**config.mk**
```make
export PLATFORM = sky130hd
export DESIGN_NAME = lcd_panel_timing_power_ctrl
export DESIGN_NICKNAME = d
export VERILOG_FILES = /design/src/core/lcd_timing_pkg.sv /design/src/core/lcd_panel_timing_power_ctrl.sv /design/src/core/panel_timing_gen.sv
export SDC_FILE = /design/constraint.sdc
export NUM_CORES = 1
export LEC_CHECK = 0
export BUFFER_PORTS_ARGS = -buffer_cell sky130_fd_sc_hd__buf_4
export CORE_MARGIN = 5
export CORE_UTILIZATION = 62
export CTS_CLUSTER_SIZE = 20
export DETAILED_ROUTE_END_ITERATION = 8
export PLACE_DENSITY = 0.87
export SKIP_LAST_GASP = 1
export SYNTH_ARGS = -nofsm -noshare
export SYNTH_HDL_FRONTEND = slang
export SYNTH_SLANG_ARGS = --single-unit
```
**constraint.sdc**
```tcl
create_clock -name clock_in -period 5.7 [get_ports clock_in]
set_input_delay 0 -clock clock_in [delete_from_list [all_inputs] [get_ports clock_in]]
set_output_delay 0 -clock clock_in [all_outputs]
set_load 0.01 [all_outputs]
```
**src/core/lcd_timing_pkg.sv**
```systemverilog
package lcd_timing_pkg;

    // Bus geometry: register index sits in address bits above the word offset
    localparam int ADDR_W = 20;
    localparam int IDX_W = 18;

    // Register indexes; the byte address is four times the index
    localparam logic [IDX_W-1:0] IDX_PANEL_CFG = 18'h1FFE1;
    localparam logic [IDX_W-1:0] IDX_POWER_MODE = 18'h1FFE3;
    localparam logic [IDX_W-1:0] IDX_HSIZE = 18'h1FFE4;
    localparam logic [IDX_W-1:0] IDX_VSIZE_LO = 18'h1FFE5;
    localparam logic [IDX_W-1:0] IDX_VSIZE_HI = 18'h1FFE6;
    localparam logic [IDX_W-1:0] IDX_LP_START = 18'h1FFE7;
    localparam logic [IDX_W-1:0] IDX_HBLANK = 18'h1FFE8;
    localparam logic [IDX_W-1:0] IDX_FP_START = 18'h1FFE9;
    localparam logic [IDX_W-1:0] IDX_VBLANK = 18'h1FFEA;
    localparam logic [IDX_W-1:0] IDX_GP_CONFIG = 18'h1FFF8;
    localparam logic [IDX_W-1:0] IDX_GP_STATUS = 18'h1FFF9;

    // Field positions
    localparam int PANEL_AM_BIT = 7;
    localparam int PWR_OVR_BIT = 3;
    localparam int HW_PS_EN_BIT = 2;
    localparam int VND_STATUS_BIT = 7;

    // Reset values of the software registers
    localparam logic [7:0] RST_POWER_MODE = 8'h00;
    localparam logic [7:0] RST_TIMING = 8'h00;

    // Software power save codes
    localparam logic [1:0] SW_PS_SAVE = 2'b00;
    localparam logic [1:0] SW_PS_NORMAL = 2'b11;

    // Timing arithmetic: 8-pixel units and fixed offsets of the fields
    localparam int UNIT_SHIFT = 3;
    localparam logic [10:0] UNIT_PIXELS = 11'h008;
    localparam logic [5:0] LP_OFFSET = 6'h02;
    localparam logic [5:0] HND_OFFSET = 6'h04;

    // AXI responses
    localparam logic [1:0] RESP_OKAY = 2'b00;
    localparam logic [1:0] RESP_DECERR = 2'b11;

    // Panel power sequencer, one-hot
    typedef enum logic [2:0] {
        PWR_OFF = 3'b001,
        PWR_ON = 3'b010,
        PWR_DRAIN = 3'b100
    } pwr_state_t;

endpackage

```
**src/core/lcd_panel_timing_power_ctrl.sv**
```systemverilog
`timescale 1ns/1ps
`default_nettype none
module lcd_panel_timing_power_ctrl #(
    parameter int PIX_W = 12
) (
    input wire logic clock_in,
    input wire logic sys_rst_in,
    input wire logic ce_in,
    input wire logic [lcd_timing_pkg::ADDR_W-1:0] s_axi_awaddr_in,
    input wire logic s_axi_awvalid_in,
    output logic s_axi_awready_out,
    input wire logic [31:0] s_axi_wdata_in,
    input wire logic [3:0] s_axi_wstrb_in,
    input wire logic s_axi_wvalid_in,
    output logic s_axi_wready_out,
    output logic [1:0] s_axi_bresp_out,
    output logic s_axi_bvalid_out,
    input wire logic s_axi_bready_in,
    input wire logic [lcd_timing_pkg::ADDR_W-1:0] s_axi_araddr_in,
    input wire logic s_axi_arvalid_in,
    output logic s_axi_arready_out,
    output logic [31:0] s_axi_rdata_out,
    output logic [1:0] s_axi_rresp_out,
    output logic s_axi_rvalid_out,
    input wire logic s_axi_rready_in,
    input wire logic gp_pin_zero_in,
    output logic gp_pin_zero_out,
    output logic gp_pin_zero_oe_out,
    input wire logic [PIX_W-1:0] pixel_data_in,
    output logic [PIX_W-1:0] panel_pixel_bus_out,
    output logic panel_power_out,
    output logic line_pulse_out,
    output logic frame_pulse_out,
    output logic display_enable_out,
    output logic power_save_out
);
    import lcd_timing_pkg::*;

    // Whole module state: registers, bus slave and power sequencer
    typedef struct packed {
        logic panel_am;          // Active matrix panel select
        logic [3:0] pwr_mode;    // Override, hw save enable, sw save code
        logic [6:0] hsize;
        logic [9:0] vsize;
        logic [4:0] lp_start;
        logic [4:0] hblank;
        logic [5:0] fp_start;
        logic [5:0] vblank;
        logic gp_cfg;            // Pin zero drives when set and hw save enable is clear
        logic gp_ctl;            // Value driven on pin zero
        logic aw_have;           // Write address held
        logic w_have;            // Write data held
        logic [IDX_W-1:0] aw_idx;
        logic [7:0] wbyte;
        logic wlane0;
        logic bvalid;
        logic [1:0] bresp;
        logic rvalid;
        logic [31:0] rdata;
        logic [1:0] rresp;
        pwr_state_t pstate;
        logic [PIX_W-1:0] pixbus;
    } state_t;

    state_t st_r, st_nxt;
    logic ps_req;          // Power save requested by software or pin
    logic hw_ps_en, ovr;   // Decoded mode bits
    logic sig_on;          // Panel signals allowed to toggle
    logic aw_fire, w_fire, ar_fire;
    logic [IDX_W-1:0] ar_idx;
    logic [7:0] rd_byte;
    logic rd_hit;
    logic tim_lp, tim_fp, tim_de, tim_vnd, tim_fend;

    // Mode bits straight from the register
    assign hw_ps_en = st_r.pwr_mode[HW_PS_EN_BIT];
    assign ovr = st_r.pwr_mode[PWR_OVR_BIT];
    // Reserved software codes are treated as normal operation
    assign ps_req = (st_r.pwr_mode[1:0] == SW_PS_SAVE) || (hw_ps_en && gp_pin_zero_in);
    // Panel is up in all states but off
    assign sig_on = st_r.pstate != PWR_OFF;

    // Ready outputs are combinational; all three are held off while the clock is gated
    assign s_axi_awready_out = ce_in && !st_r.aw_have && !st_r.bvalid;
    assign s_axi_wready_out = ce_in && !st_r.w_have && !st_r.bvalid;
    assign s_axi_arready_out = ce_in && !st_r.rvalid;
    assign aw_fire = s_axi_awvalid_in && s_axi_awready_out;
    assign w_fire = s_axi_wvalid_in && s_axi_wready_out;
    assign ar_fire = s_axi_arvalid_in && s_axi_arready_out;
    assign ar_idx = s_axi_araddr_in[ADDR_W-1:2];

    // Read decode; byte registers sit in the low lane, upper bits read zero
    always_comb begin
        rd_byte = 8'h00;
        rd_hit = 1'b1;
        case (ar_idx)
            IDX_PANEL_CFG: rd_byte = {st_r.panel_am, 7'h00};
            IDX_POWER_MODE: rd_byte = {4'h0, st_r.pwr_mode};
            IDX_HSIZE: rd_byte = {1'b0, st_r.hsize};
            IDX_VSIZE_LO: rd_byte = st_r.vsize[7:0];
            IDX_VSIZE_HI: rd_byte = {6'h00, st_r.vsize[9:8]};
            IDX_LP_START: rd_byte = {3'h0, st_r.lp_start};
            IDX_HBLANK: rd_byte = {3'h0, st_r.hblank};
            IDX_FP_START: rd_byte = {2'h0, st_r.fp_start};
            IDX_VBLANK: rd_byte = {tim_vnd, 1'b0, st_r.vblank};
            IDX_GP_CONFIG: rd_byte = {7'h00, st_r.gp_cfg};
            // Input mode returns the pin; output mode returns the driven value
            IDX_GP_STATUS: rd_byte = {7'h00, st_r.gp_cfg ? st_r.gp_ctl : gp_pin_zero_in};
            default: rd_hit = 1'b0;
        endcase
    end

    // Next state of the whole module
    always_comb begin
        st_nxt = st_r;

        // Write channel: address and data taken in either order
        if (aw_fire) begin
            st_nxt.aw_have = 1'b1;
            st_nxt.aw_idx = s_axi_awaddr_in[ADDR_W-1:2];
        end
        if (w_fire) begin
            st_nxt.w_have = 1'b1;
            st_nxt.wbyte = s_axi_wdata_in[7:0];
            st_nxt.wlane0 = s_axi_wstrb_in[0];
        end
        // Both halves held: commit, answer
        if (st_r.aw_have && st_r.w_have) begin
            st_nxt.aw_have = 1'b0;
            st_nxt.w_have = 1'b0;
            st_nxt.bvalid = 1'b1;
            st_nxt.bresp = RESP_OKAY;
            // A write without lane 0 changes nothing but still answers
            case (st_r.aw_idx)
                IDX_PANEL_CFG: if (st_r.wlane0) st_nxt.panel_am = st_r.wbyte[PANEL_AM_BIT];
                IDX_POWER_MODE: if (st_r.wlane0) st_nxt.pwr_mode = st_r.wbyte[3:0];
                IDX_HSIZE: if (st_r.wlane0) st_nxt.hsize = st_r.wbyte[6:0];
                IDX_VSIZE_LO: if (st_r.wlane0) st_nxt.vsize[7:0] = st_r.wbyte;
                IDX_VSIZE_HI: if (st_r.wlane0) st_nxt.vsize[9:8] = st_r.wbyte[1:0];
                IDX_LP_START: if (st_r.wlane0) st_nxt.lp_start = st_r.wbyte[4:0];
                IDX_HBLANK: if (st_r.wlane0) st_nxt.hblank = st_r.wbyte[4:0];
                IDX_FP_START: if (st_r.wlane0) st_nxt.fp_start = st_r.wbyte[5:0];
                // Status bit is read-only; only the period field is written
                IDX_VBLANK: if (st_r.wlane0) st_nxt.vblank = st_r.wbyte[5:0];
                IDX_GP_CONFIG: if (st_r.wlane0) st_nxt.gp_cfg = st_r.wbyte[0];
                IDX_GP_STATUS: if (st_r.wlane0) st_nxt.gp_ctl = st_r.wbyte[0];
                default: st_nxt.bresp = RESP_DECERR;
            endcase
        end
        // Response stands until taken
        if (st_r.bvalid && s_axi_bready_in) begin
            st_nxt.bvalid = 1'b0;
        end

        // Read channel: one read at a time, answer one clock after address
        if (ar_fire) begin
            st_nxt.rvalid = 1'b1;
            st_nxt.rdata = {24'h000000, rd_byte};
            st_nxt.rresp = rd_hit ? RESP_OKAY : RESP_DECERR;
        end else if (st_r.rvalid && s_axi_rready_in) begin
            st_nxt.rvalid = 1'b0;
        end

        // Power sequencer
        case (st_r.pstate)
            PWR_OFF: begin
                // Wake once nothing asks for save
                if (!ps_req) begin
                    st_nxt.pstate = PWR_ON;
                end
            end
            PWR_ON: begin
                // Override skips the drain
                if (ps_req && ovr) begin
                    st_nxt.pstate = PWR_OFF;
                end else if (ps_req) begin
                    st_nxt.pstate = PWR_DRAIN;
                end
            end
            PWR_DRAIN: begin
                // Finish the frame before power off; override cuts it short
                if (!ps_req) begin
                    st_nxt.pstate = PWR_ON;
                end else if (ovr || tim_fend) begin
                    st_nxt.pstate = PWR_OFF;
                end
            end
            default: st_nxt.pstate = PWR_OFF;
        endcase

        // Pixel bus low whenever the panel is off or outside active area
        if (st_nxt.pstate != PWR_OFF && tim_de) begin
            st_nxt.pixbus = pixel_data_in;
        end else begin
            st_nxt.pixbus = '0;
        end
    end

    // One register for all state, frozen while the clock enable is low
    always_ff @(posedge clock_in) begin
        if (sys_rst_in) begin
            st_r <= '0;
            // Fields with named reset values
            st_r.pwr_mode <= RST_POWER_MODE[3:0];
            st_r.hsize <= RST_TIMING[6:0];
            st_r.pstate <= PWR_OFF;
        end else if (ce_in) begin
            st_r <= st_nxt;
        end
    end

    // Panel timing runs only while the sequencer keeps the panel up
    panel_timing_gen u_timing (
        .clock_in(clock_in),
        .sys_rst_in(sys_rst_in),
        .ce_in(ce_in),
        .run_in(sig_on),
        .active_matrix_in(st_r.panel_am),
        .hsize_in(st_r.hsize),
        .vsize_in(st_r.vsize),
        .lp_start_in(st_r.lp_start),
        .hblank_in(st_r.hblank),
        .fp_start_in(st_r.fp_start),
        .vblank_in(st_r.vblank),
        .line_pulse_out(tim_lp),
        .frame_pulse_out(tim_fp),
        .display_en_out(tim_de),
        .vnd_status_out(tim_vnd),
        .frame_end_out(tim_fend)
    );

    // Outputs
    assign s_axi_bvalid_out = st_r.bvalid;
    assign s_axi_bresp_out = st_r.bresp;
    assign s_axi_rvalid_out = st_r.rvalid;
    assign s_axi_rdata_out = st_r.rdata;
    assign s_axi_rresp_out = st_r.rresp;
    assign panel_power_out = sig_on;
    // Gated so nothing toggles while off
    assign line_pulse_out = sig_on && tim_lp;
    assign frame_pulse_out = sig_on && tim_fp;
    assign display_enable_out = sig_on && tim_de;
    assign panel_pixel_bus_out = st_r.pixbus;
    assign power_save_out = ps_req;
    // Pin zero never drives while it serves as the save input
    assign gp_pin_zero_oe_out = !hw_ps_en && st_r.gp_cfg;
    assign gp_pin_zero_out = st_r.gp_ctl;

    // Sequencer, bus and pin checks
    seq_drain_a: assert property (@(posedge clock_in) disable iff (sys_rst_in)
        (ce_in && !ovr && ps_req && st_r.pstate == PWR_ON) |=>
        (panel_power_out && st_r.pstate == PWR_DRAIN))
        else $error("sequencer did not drain before power off");

    ovr_force_a: assert property (@(posedge clock_in) disable iff (sys_rst_in)
        (ce_in && ovr && ps_req) |=> (!panel_power_out && !line_pulse_out
        && !frame_pulse_out && panel_pixel_bus_out == '0))
        else $error("override did not force panel off");

    hw_save_a: assert property (@(posedge clock_in) disable iff (sys_rst_in)
        (hw_ps_en && gp_pin_zero_in) |-> (power_save_out && !gp_pin_zero_oe_out))
        else $error("pin zero not acting as save input");

    gp_dir_a: assert property (@(posedge clock_in) disable iff (sys_rst_in)
        !hw_ps_en |-> (gp_pin_zero_oe_out == st_r.gp_cfg))
        else $error("pin zero direction does not follow config");

    sw_save_a: assert property (@(posedge clock_in) disable iff (sys_rst_in)
        (st_r.pwr_mode[1:0] == SW_PS_SAVE) |-> power_save_out)
        else $error("software save code not honoured");

    sw_normal_a: assert property (@(posedge clock_in) disable iff (sys_rst_in)
        (st_r.pwr_mode[1:0] == SW_PS_NORMAL && !hw_ps_en) |-> !power_save_out)
        else $error("normal code still in power save");

    vsize_hi_a: assert property (@(posedge clock_in) disable iff (sys_rst_in)
        (ce_in && st_r.aw_have && st_r.w_have && st_r.wlane0 && st_r.aw_idx == IDX_VSIZE_HI)
        |=> (st_r.vsize[9:8] == $past(st_r.wbyte[1:0])))
        else $error("upper height bits not stored");

    off_quiet_a: assert property (@(posedge clock_in) disable iff (sys_rst_in)
        (st_r.pstate == PWR_OFF) |-> (!line_pulse_out && panel_pixel_bus_out == '0))
        else $error("panel not quiet while off");
endmodule
`default_nettype wire

```
**src/core/panel_timing_gen.sv**
```systemverilog
`timescale 1ns/1ps
`default_nettype none
module panel_timing_gen (
    input wire logic clock_in,
    input wire logic sys_rst_in,
    input wire logic ce_in,
    input wire logic run_in,
    input wire logic active_matrix_in,
    input wire logic [6:0] hsize_in,
    input wire logic [9:0] vsize_in,
    input wire logic [4:0] lp_start_in,
    input wire logic [4:0] hblank_in,
    input wire logic [5:0] fp_start_in,
    input wire logic [5:0] vblank_in,
    output logic line_pulse_out,
    output logic frame_pulse_out,
    output logic display_en_out,
    output logic vnd_status_out,
    output logic frame_end_out
);
    import lcd_timing_pkg::*;

    // Counters and registered panel timing flags
    typedef struct packed {
        logic [10:0] pix;
        logic [10:0] line;
        logic lp;
        logic fp;
        logic de;
        logic vnd;
        logic fend;
    } tstate_t;

    tstate_t st_r, st_nxt;
    logic [10:0] h_act, h_tot, lp_pos, v_act, v_tot, fp_line; // Derived geometry
    logic last_pix, last_line;

    // Geometry from fields; widths kept at 11 bits to cover 1024 plus blanking
    assign h_act = 11'((11'(hsize_in) + 11'h001) << UNIT_SHIFT);
    assign h_tot = h_act + 11'((11'(hblank_in) + 11'(HND_OFFSET)) << UNIT_SHIFT);
    // Passive panels pulse right at end of data; offset applies to active matrix
    assign lp_pos = active_matrix_in ?
        h_act + 11'((11'(lp_start_in) + 11'(LP_OFFSET)) << UNIT_SHIFT) : h_act;
    assign v_act = 11'(vsize_in) + 11'h001;
    assign v_tot = v_act + 11'(vblank_in);
    assign fp_line = v_act + 11'(fp_start_in) - 11'h001;
    assign last_pix = st_r.pix == h_tot - 11'h001;
    assign last_line = st_r.line == v_tot - 11'h001;

    // Next state: counters advance while running, clear while stopped
    always_comb begin
        st_nxt = st_r;
        if (!run_in) begin
            st_nxt = '0;
        end else begin
            st_nxt.fend = 1'b0;
            if (last_pix) begin
                st_nxt.pix = 11'h000;
                if (last_line) begin
                    st_nxt.line = 11'h000;
                    st_nxt.fend = 1'b1;
                end else begin
                    st_nxt.line = st_r.line + 11'h001;
                end
            end else begin
                st_nxt.pix = st_r.pix + 11'h001;
            end
            // Flags lag the counters by one clock, uniformly for all outputs
            st_nxt.de = (st_r.pix < h_act) && (st_r.line < v_act);
            st_nxt.lp = (st_r.pix >= lp_pos) && (st_r.pix < lp_pos + UNIT_PIXELS);
            if (active_matrix_in) begin
                st_nxt.fp = st_r.line == fp_line;
            end else begin
                st_nxt.fp = st_r.line == 11'h000;
            end
            st_nxt.vnd = st_r.line >= v_act;
        end
    end

    // State register, frozen while the clock enable is low
    always_ff @(posedge clock_in) begin
        if (sys_rst_in) begin
            st_r <= '0;
        end else if (ce_in) begin
            st_r <= st_nxt;
        end
    end

    assign line_pulse_out = st_r.lp;
    assign frame_pulse_out = st_r.fp;
    assign display_en_out = st_r.de;
    assign vnd_status_out = st_r.vnd;
    assign frame_end_out = st_r.fend;

    h_wrap_a: assert property (@(posedge clock_in) disable iff (sys_rst_in)
        (ce_in && run_in && last_pix) |=> (st_r.pix == 11'h000))
        else $error("pixel counter did not wrap at line total");
    v_max_a: assert property (@(posedge clock_in) disable iff (sys_rst_in)
        (vsize_in == 10'h3FF) |-> (v_act == 11'h400))
        else $error("largest vertical size is not 1024 lines");
    frame_len_a: assert property (@(posedge clock_in) disable iff (sys_rst_in)
        (ce_in && run_in && last_pix && last_line) |=> (st_r.line == 11'h000 && st_r.fend))
        else $error("frame did not end after blank lines");
    vnd_flag_a: assert property (@(posedge clock_in) disable iff (sys_rst_in)
        (ce_in && run_in) |=> (st_r.vnd == ($past(st_r.line) >= v_act)))
        else $error("vertical blank status wrong");
    lp_place_a: assert property (@(posedge clock_in) disable iff (sys_rst_in)
        (ce_in && run_in && active_matrix_in && st_r.pix == lp_pos) |=> st_r.lp)
        else $error("line pulse missing at its position");
    fp_place_a: assert property (@(posedge clock_in) disable iff (sys_rst_in)
        (ce_in && run_in && active_matrix_in && st_r.line == fp_line) |=> st_r.fp)
        else $error("frame pulse missing on its line");
    de_width_a: assert property (@(posedge clock_in) disable iff (sys_rst_in)
        (ce_in && run_in && st_r.pix == h_act && st_r.line == 11'h000) |=> !st_r.de)
        else $error("display enable runs past active width");
endmodule
`default_nettype wire

```
==> results_dict.tcl <==
set metrics [dict create \
    cp_max_fo 10 \
    synth_area_sq_um 9112 \
    worstPathRequired_ps 6000 \
    layout.nets 1418 \
    p_leak_nw 4.761 \
    holdWs_ps 44.44 \
    viasPerCell 5.978 \
    ys_ff_latch 129 \
    antenna_found_initial 0 \
    ant_nets 0 \
    cts_resized 0 \
    hold_start "s_axi_wvalid_in" \
    grt_first_pass_wirelength_um 41040 \
    layout-drive-gt1-share 0.1212 \
    fin_tns_setup_ps 0 \
    cts_buffer_depth 2 \
    syn2layout_area_growth_pct 17.04 \
    routedWlPerCell_um 17.57 \
    layout.cells.non_filler 1430 \
    pin_count 157 \
    grtUsageTotal 0.2853 \
    die_w_um 131.2 \
    yosysTopAreaCellShare 0.2834 \
    cp.arrival_ps 4750 \
    grt_max_degree 108 \
    fin_crit_sh 0.7823 \
    synth_largest_area_cell "dfxtp_1" \
    grt_pass1_vias 8421 \
    critPathLaunchType "flip-flop" \
    finalHoldViolCount 0 \
    avgSynthCellArea_sq_um 7.965 \
    grt-ovfl-total 0 \
    r2r-start "st_r[116]" \
    synth_edf_count 0 \
    syn_inst 1144 \
    cts.reportedPaths.clkPinSlew_ps 70 \
    vias 8549 \
    routed_wl_um 25130 \
    timing.slew.headroom 0.2718 \
    die_area_sq_um 17220 \
    io_buffers 101 \
    yosysSeqAreaShare 0.2834 \
    endpoint_kind "flip-flop" \
    worstHoldPathType "input port to flip-flop" \
    dpl.hpwl_um 16530 \
    cts.sinks 129 \
    worst_slew_pin_slew_ps 1092 \
    maxCapViolCount 0 \
    coreArea_sq_um 14480 \
    period_minus_slack_ps 4459 \
    grt_setup_unrepaired "no" \
    synthTopCellsByArea "dfxtp_1 (28%), ha_1 (12%), mux2i_1 (5.7%), nor2_1 (5.4%), nand2_1 (5.4%)" \
    clockRootBuffer "clkbuf_16" \
    fmax_mhz 224.3 \
    postCtsSetupBuffers 0 \
    yosys.cell_types.count 69 \
    criticalPathCategory "flip-flop to flip-flop" \
    dr.first_iter.drc_count 839 \
    start_util 0.6294 \
    cts_max_level 4 \
    dp_cells 1353 \
    setup_violations 0 \
    powerDensity_nw_per_um2 205.4 \
    globalplace.congestion 0.9267 \
    drv_slew 0 \
    drt_pass1_iterations 6 \
    async_flop_share 0 \
    cts_tree "yes" \
    clkLatencyLatePin_ps 430 \
    status "complete, no violations" \
    diodes 0 \
    yosysWarnings 0 \
    finClkSkew_ps 13.39 \
    die_height_um 131.2 \
    peakVddDrop_uv 226.3 \
    num_rows 44 \
    drc_errors 0 \
    ys.flop_type "dfxtp_1" \
    cts_made_buffers 17 \
    startpoint "st_r[116]" \
]
-- cells in the mapped netlist, drive strengths merged (5+ instances only) --
cell type	n
o31ai	6
a21o	18
mux2	7
nor2b	12
mux2i	52
buf	53
a22oi	21
xor2	32
and2	8
nor3	11
nor4	9
xnor2	53
o22ai	6
nand3	35
a211oi	5
nand2b	13
a21oi	78
ha	84
nor2	131
nand3b	5
clkbuf	47
o21ai	26
and4	5
and3	12
o21a	7
inv	79
nand2	130
nand4	17
dfxtp	129
-- critical path, cell delays in order (launching register included) --
cell and delay (ps):
dfxtp_1 540, ha_1 330, xor2_1 250, inv_1 120
ha_1 290, inv_1 70, fa_1 470, a21o_1 210
a211oi_1 230, o21bai_1 130, xnor3_1 370, nor3_1 330
o21ai_1 290, nand2b_1 410, o32a_1 230, o41ai_1 60
-- report_power, final --
group	internal (W)	switching, W
registers	0.000914	0.0000175
clock network	0.000624	0.000481
logic	0.0000718	0.0000819
-- layout make-up --
type | instances | area (sq um)
tap | 184 | 230.2
clock buffer | 17 | 425.4
multi-input combinational | 859 | 5752
sequential | 129 | 2582
fill | 946 | 3814
timing repair buffer | 147 | 1216
inverter | 79 | 296.5
clock inverter | 15 | 162.7
-- final timing paths --
check	slack, ps	end	cells after the start
worst min register to register	460	st_r[53]	2
worst max register to register	1240	u_timing.st_r[13]	15
worst max-delay path	1240	u_timing.st_r[13]	15
worst min-delay path	40	st_r[53]	4
-- state kept, by name (all words and copies together) (netlist names) --
| signal | flops |
|---|---|
| s_axi_bvalid_out | 1 |
| u_timing.vnd_status_out | 1 |
| st_r | 75 |
| s_axi_rvalid_out | 1 |
| panel_pixel_bus_out | 12 |
| hw_ps_en | 1 |
| u_timing.line_pulse_out | 1 |
| u_timing.st_r | 22 |
| u_timing.display_en_out | 1 |
| u_timing.frame_pulse_out | 1 |
| gp_pin_zero_out | 1 |
| s_axi_bresp_out | 1 |
| s_axi_rresp_out | 1 |
| ovr | 1 |
| u_timing.frame_end_out | 1 |
| s_axi_rdata_out | 8 |
-- through the flow --
stage | power, W | util | instance area (sq um) | setup WS (ps)
after detailed placement | 0.001073 | 0.6649 | 9627 | 1280
final | 0.002191 | 0.7366 | 10670 | 1241
after global routing | 0.002243 | 0.7366 | 10670 | 896.4
after CTS | 0.002188 | 0.7366 | 10670 | 1242
after global placement | 0.001070 | 0.6649 | 9627 | 1432
after floorplan | 0.001029 | - | 9199 | 1893
-- kinds of logic (layout without fill, tap and decap cells) --
| family | after synthesis | in the layout | synth area share |
|---|---|---|---|
| AOI/OAI and AO/OA | 195 | 195 | 0.1355 |
| adders and majority gates | 90 | 90 | 0.1263 |
| and+or+nand+nor | 404 | 404 | 0.2050 |
| muxes | 60 | 60 | 0.06824 |
| DFF | 129 | 129 | 0.2834 |
| buffers and inverters | 179 | 258 | 0.09488 |
| other | 1 | 24 | 0.0004115 |
| xor gates and xnor gates | 86 | 86 | 0.08623 |
-- cells in the final DEF, fill, tap and decap left out, types with 18 or more instances in the layout --
master	instances
conb_1	24
o21ai_0	23
inv_1	77
a21o_1	18
nor2_1	131
xor2_1	32
nand3_1	35
dlygate4sd3_1	45
ha_1	84
dfxtp_1	129
nand2_1	130
a21oi_1	78
a22oi_1	21
mux2i_1	52
buf_4	102
xnor2_1	52
-- timing repair --
item                                    in CTS  in global routing
hold endpoints to repair                    45                  0
endpoints found under the setup margin       0                  0
hold buffers                                45                  0
-- routing by layer --
metal | wire length (um) | share of wire | track usage
met1 | 9644 | 0.38 | 0.3429
met2 | 11990 | 0.48 | 0.4780
met3 | 2438 | 0.097 | 0.07187
met4 | 1057 | 0.042 | 0.1334
met5 | 0 | 0 | 0
(Power assumes the default switching activity.)
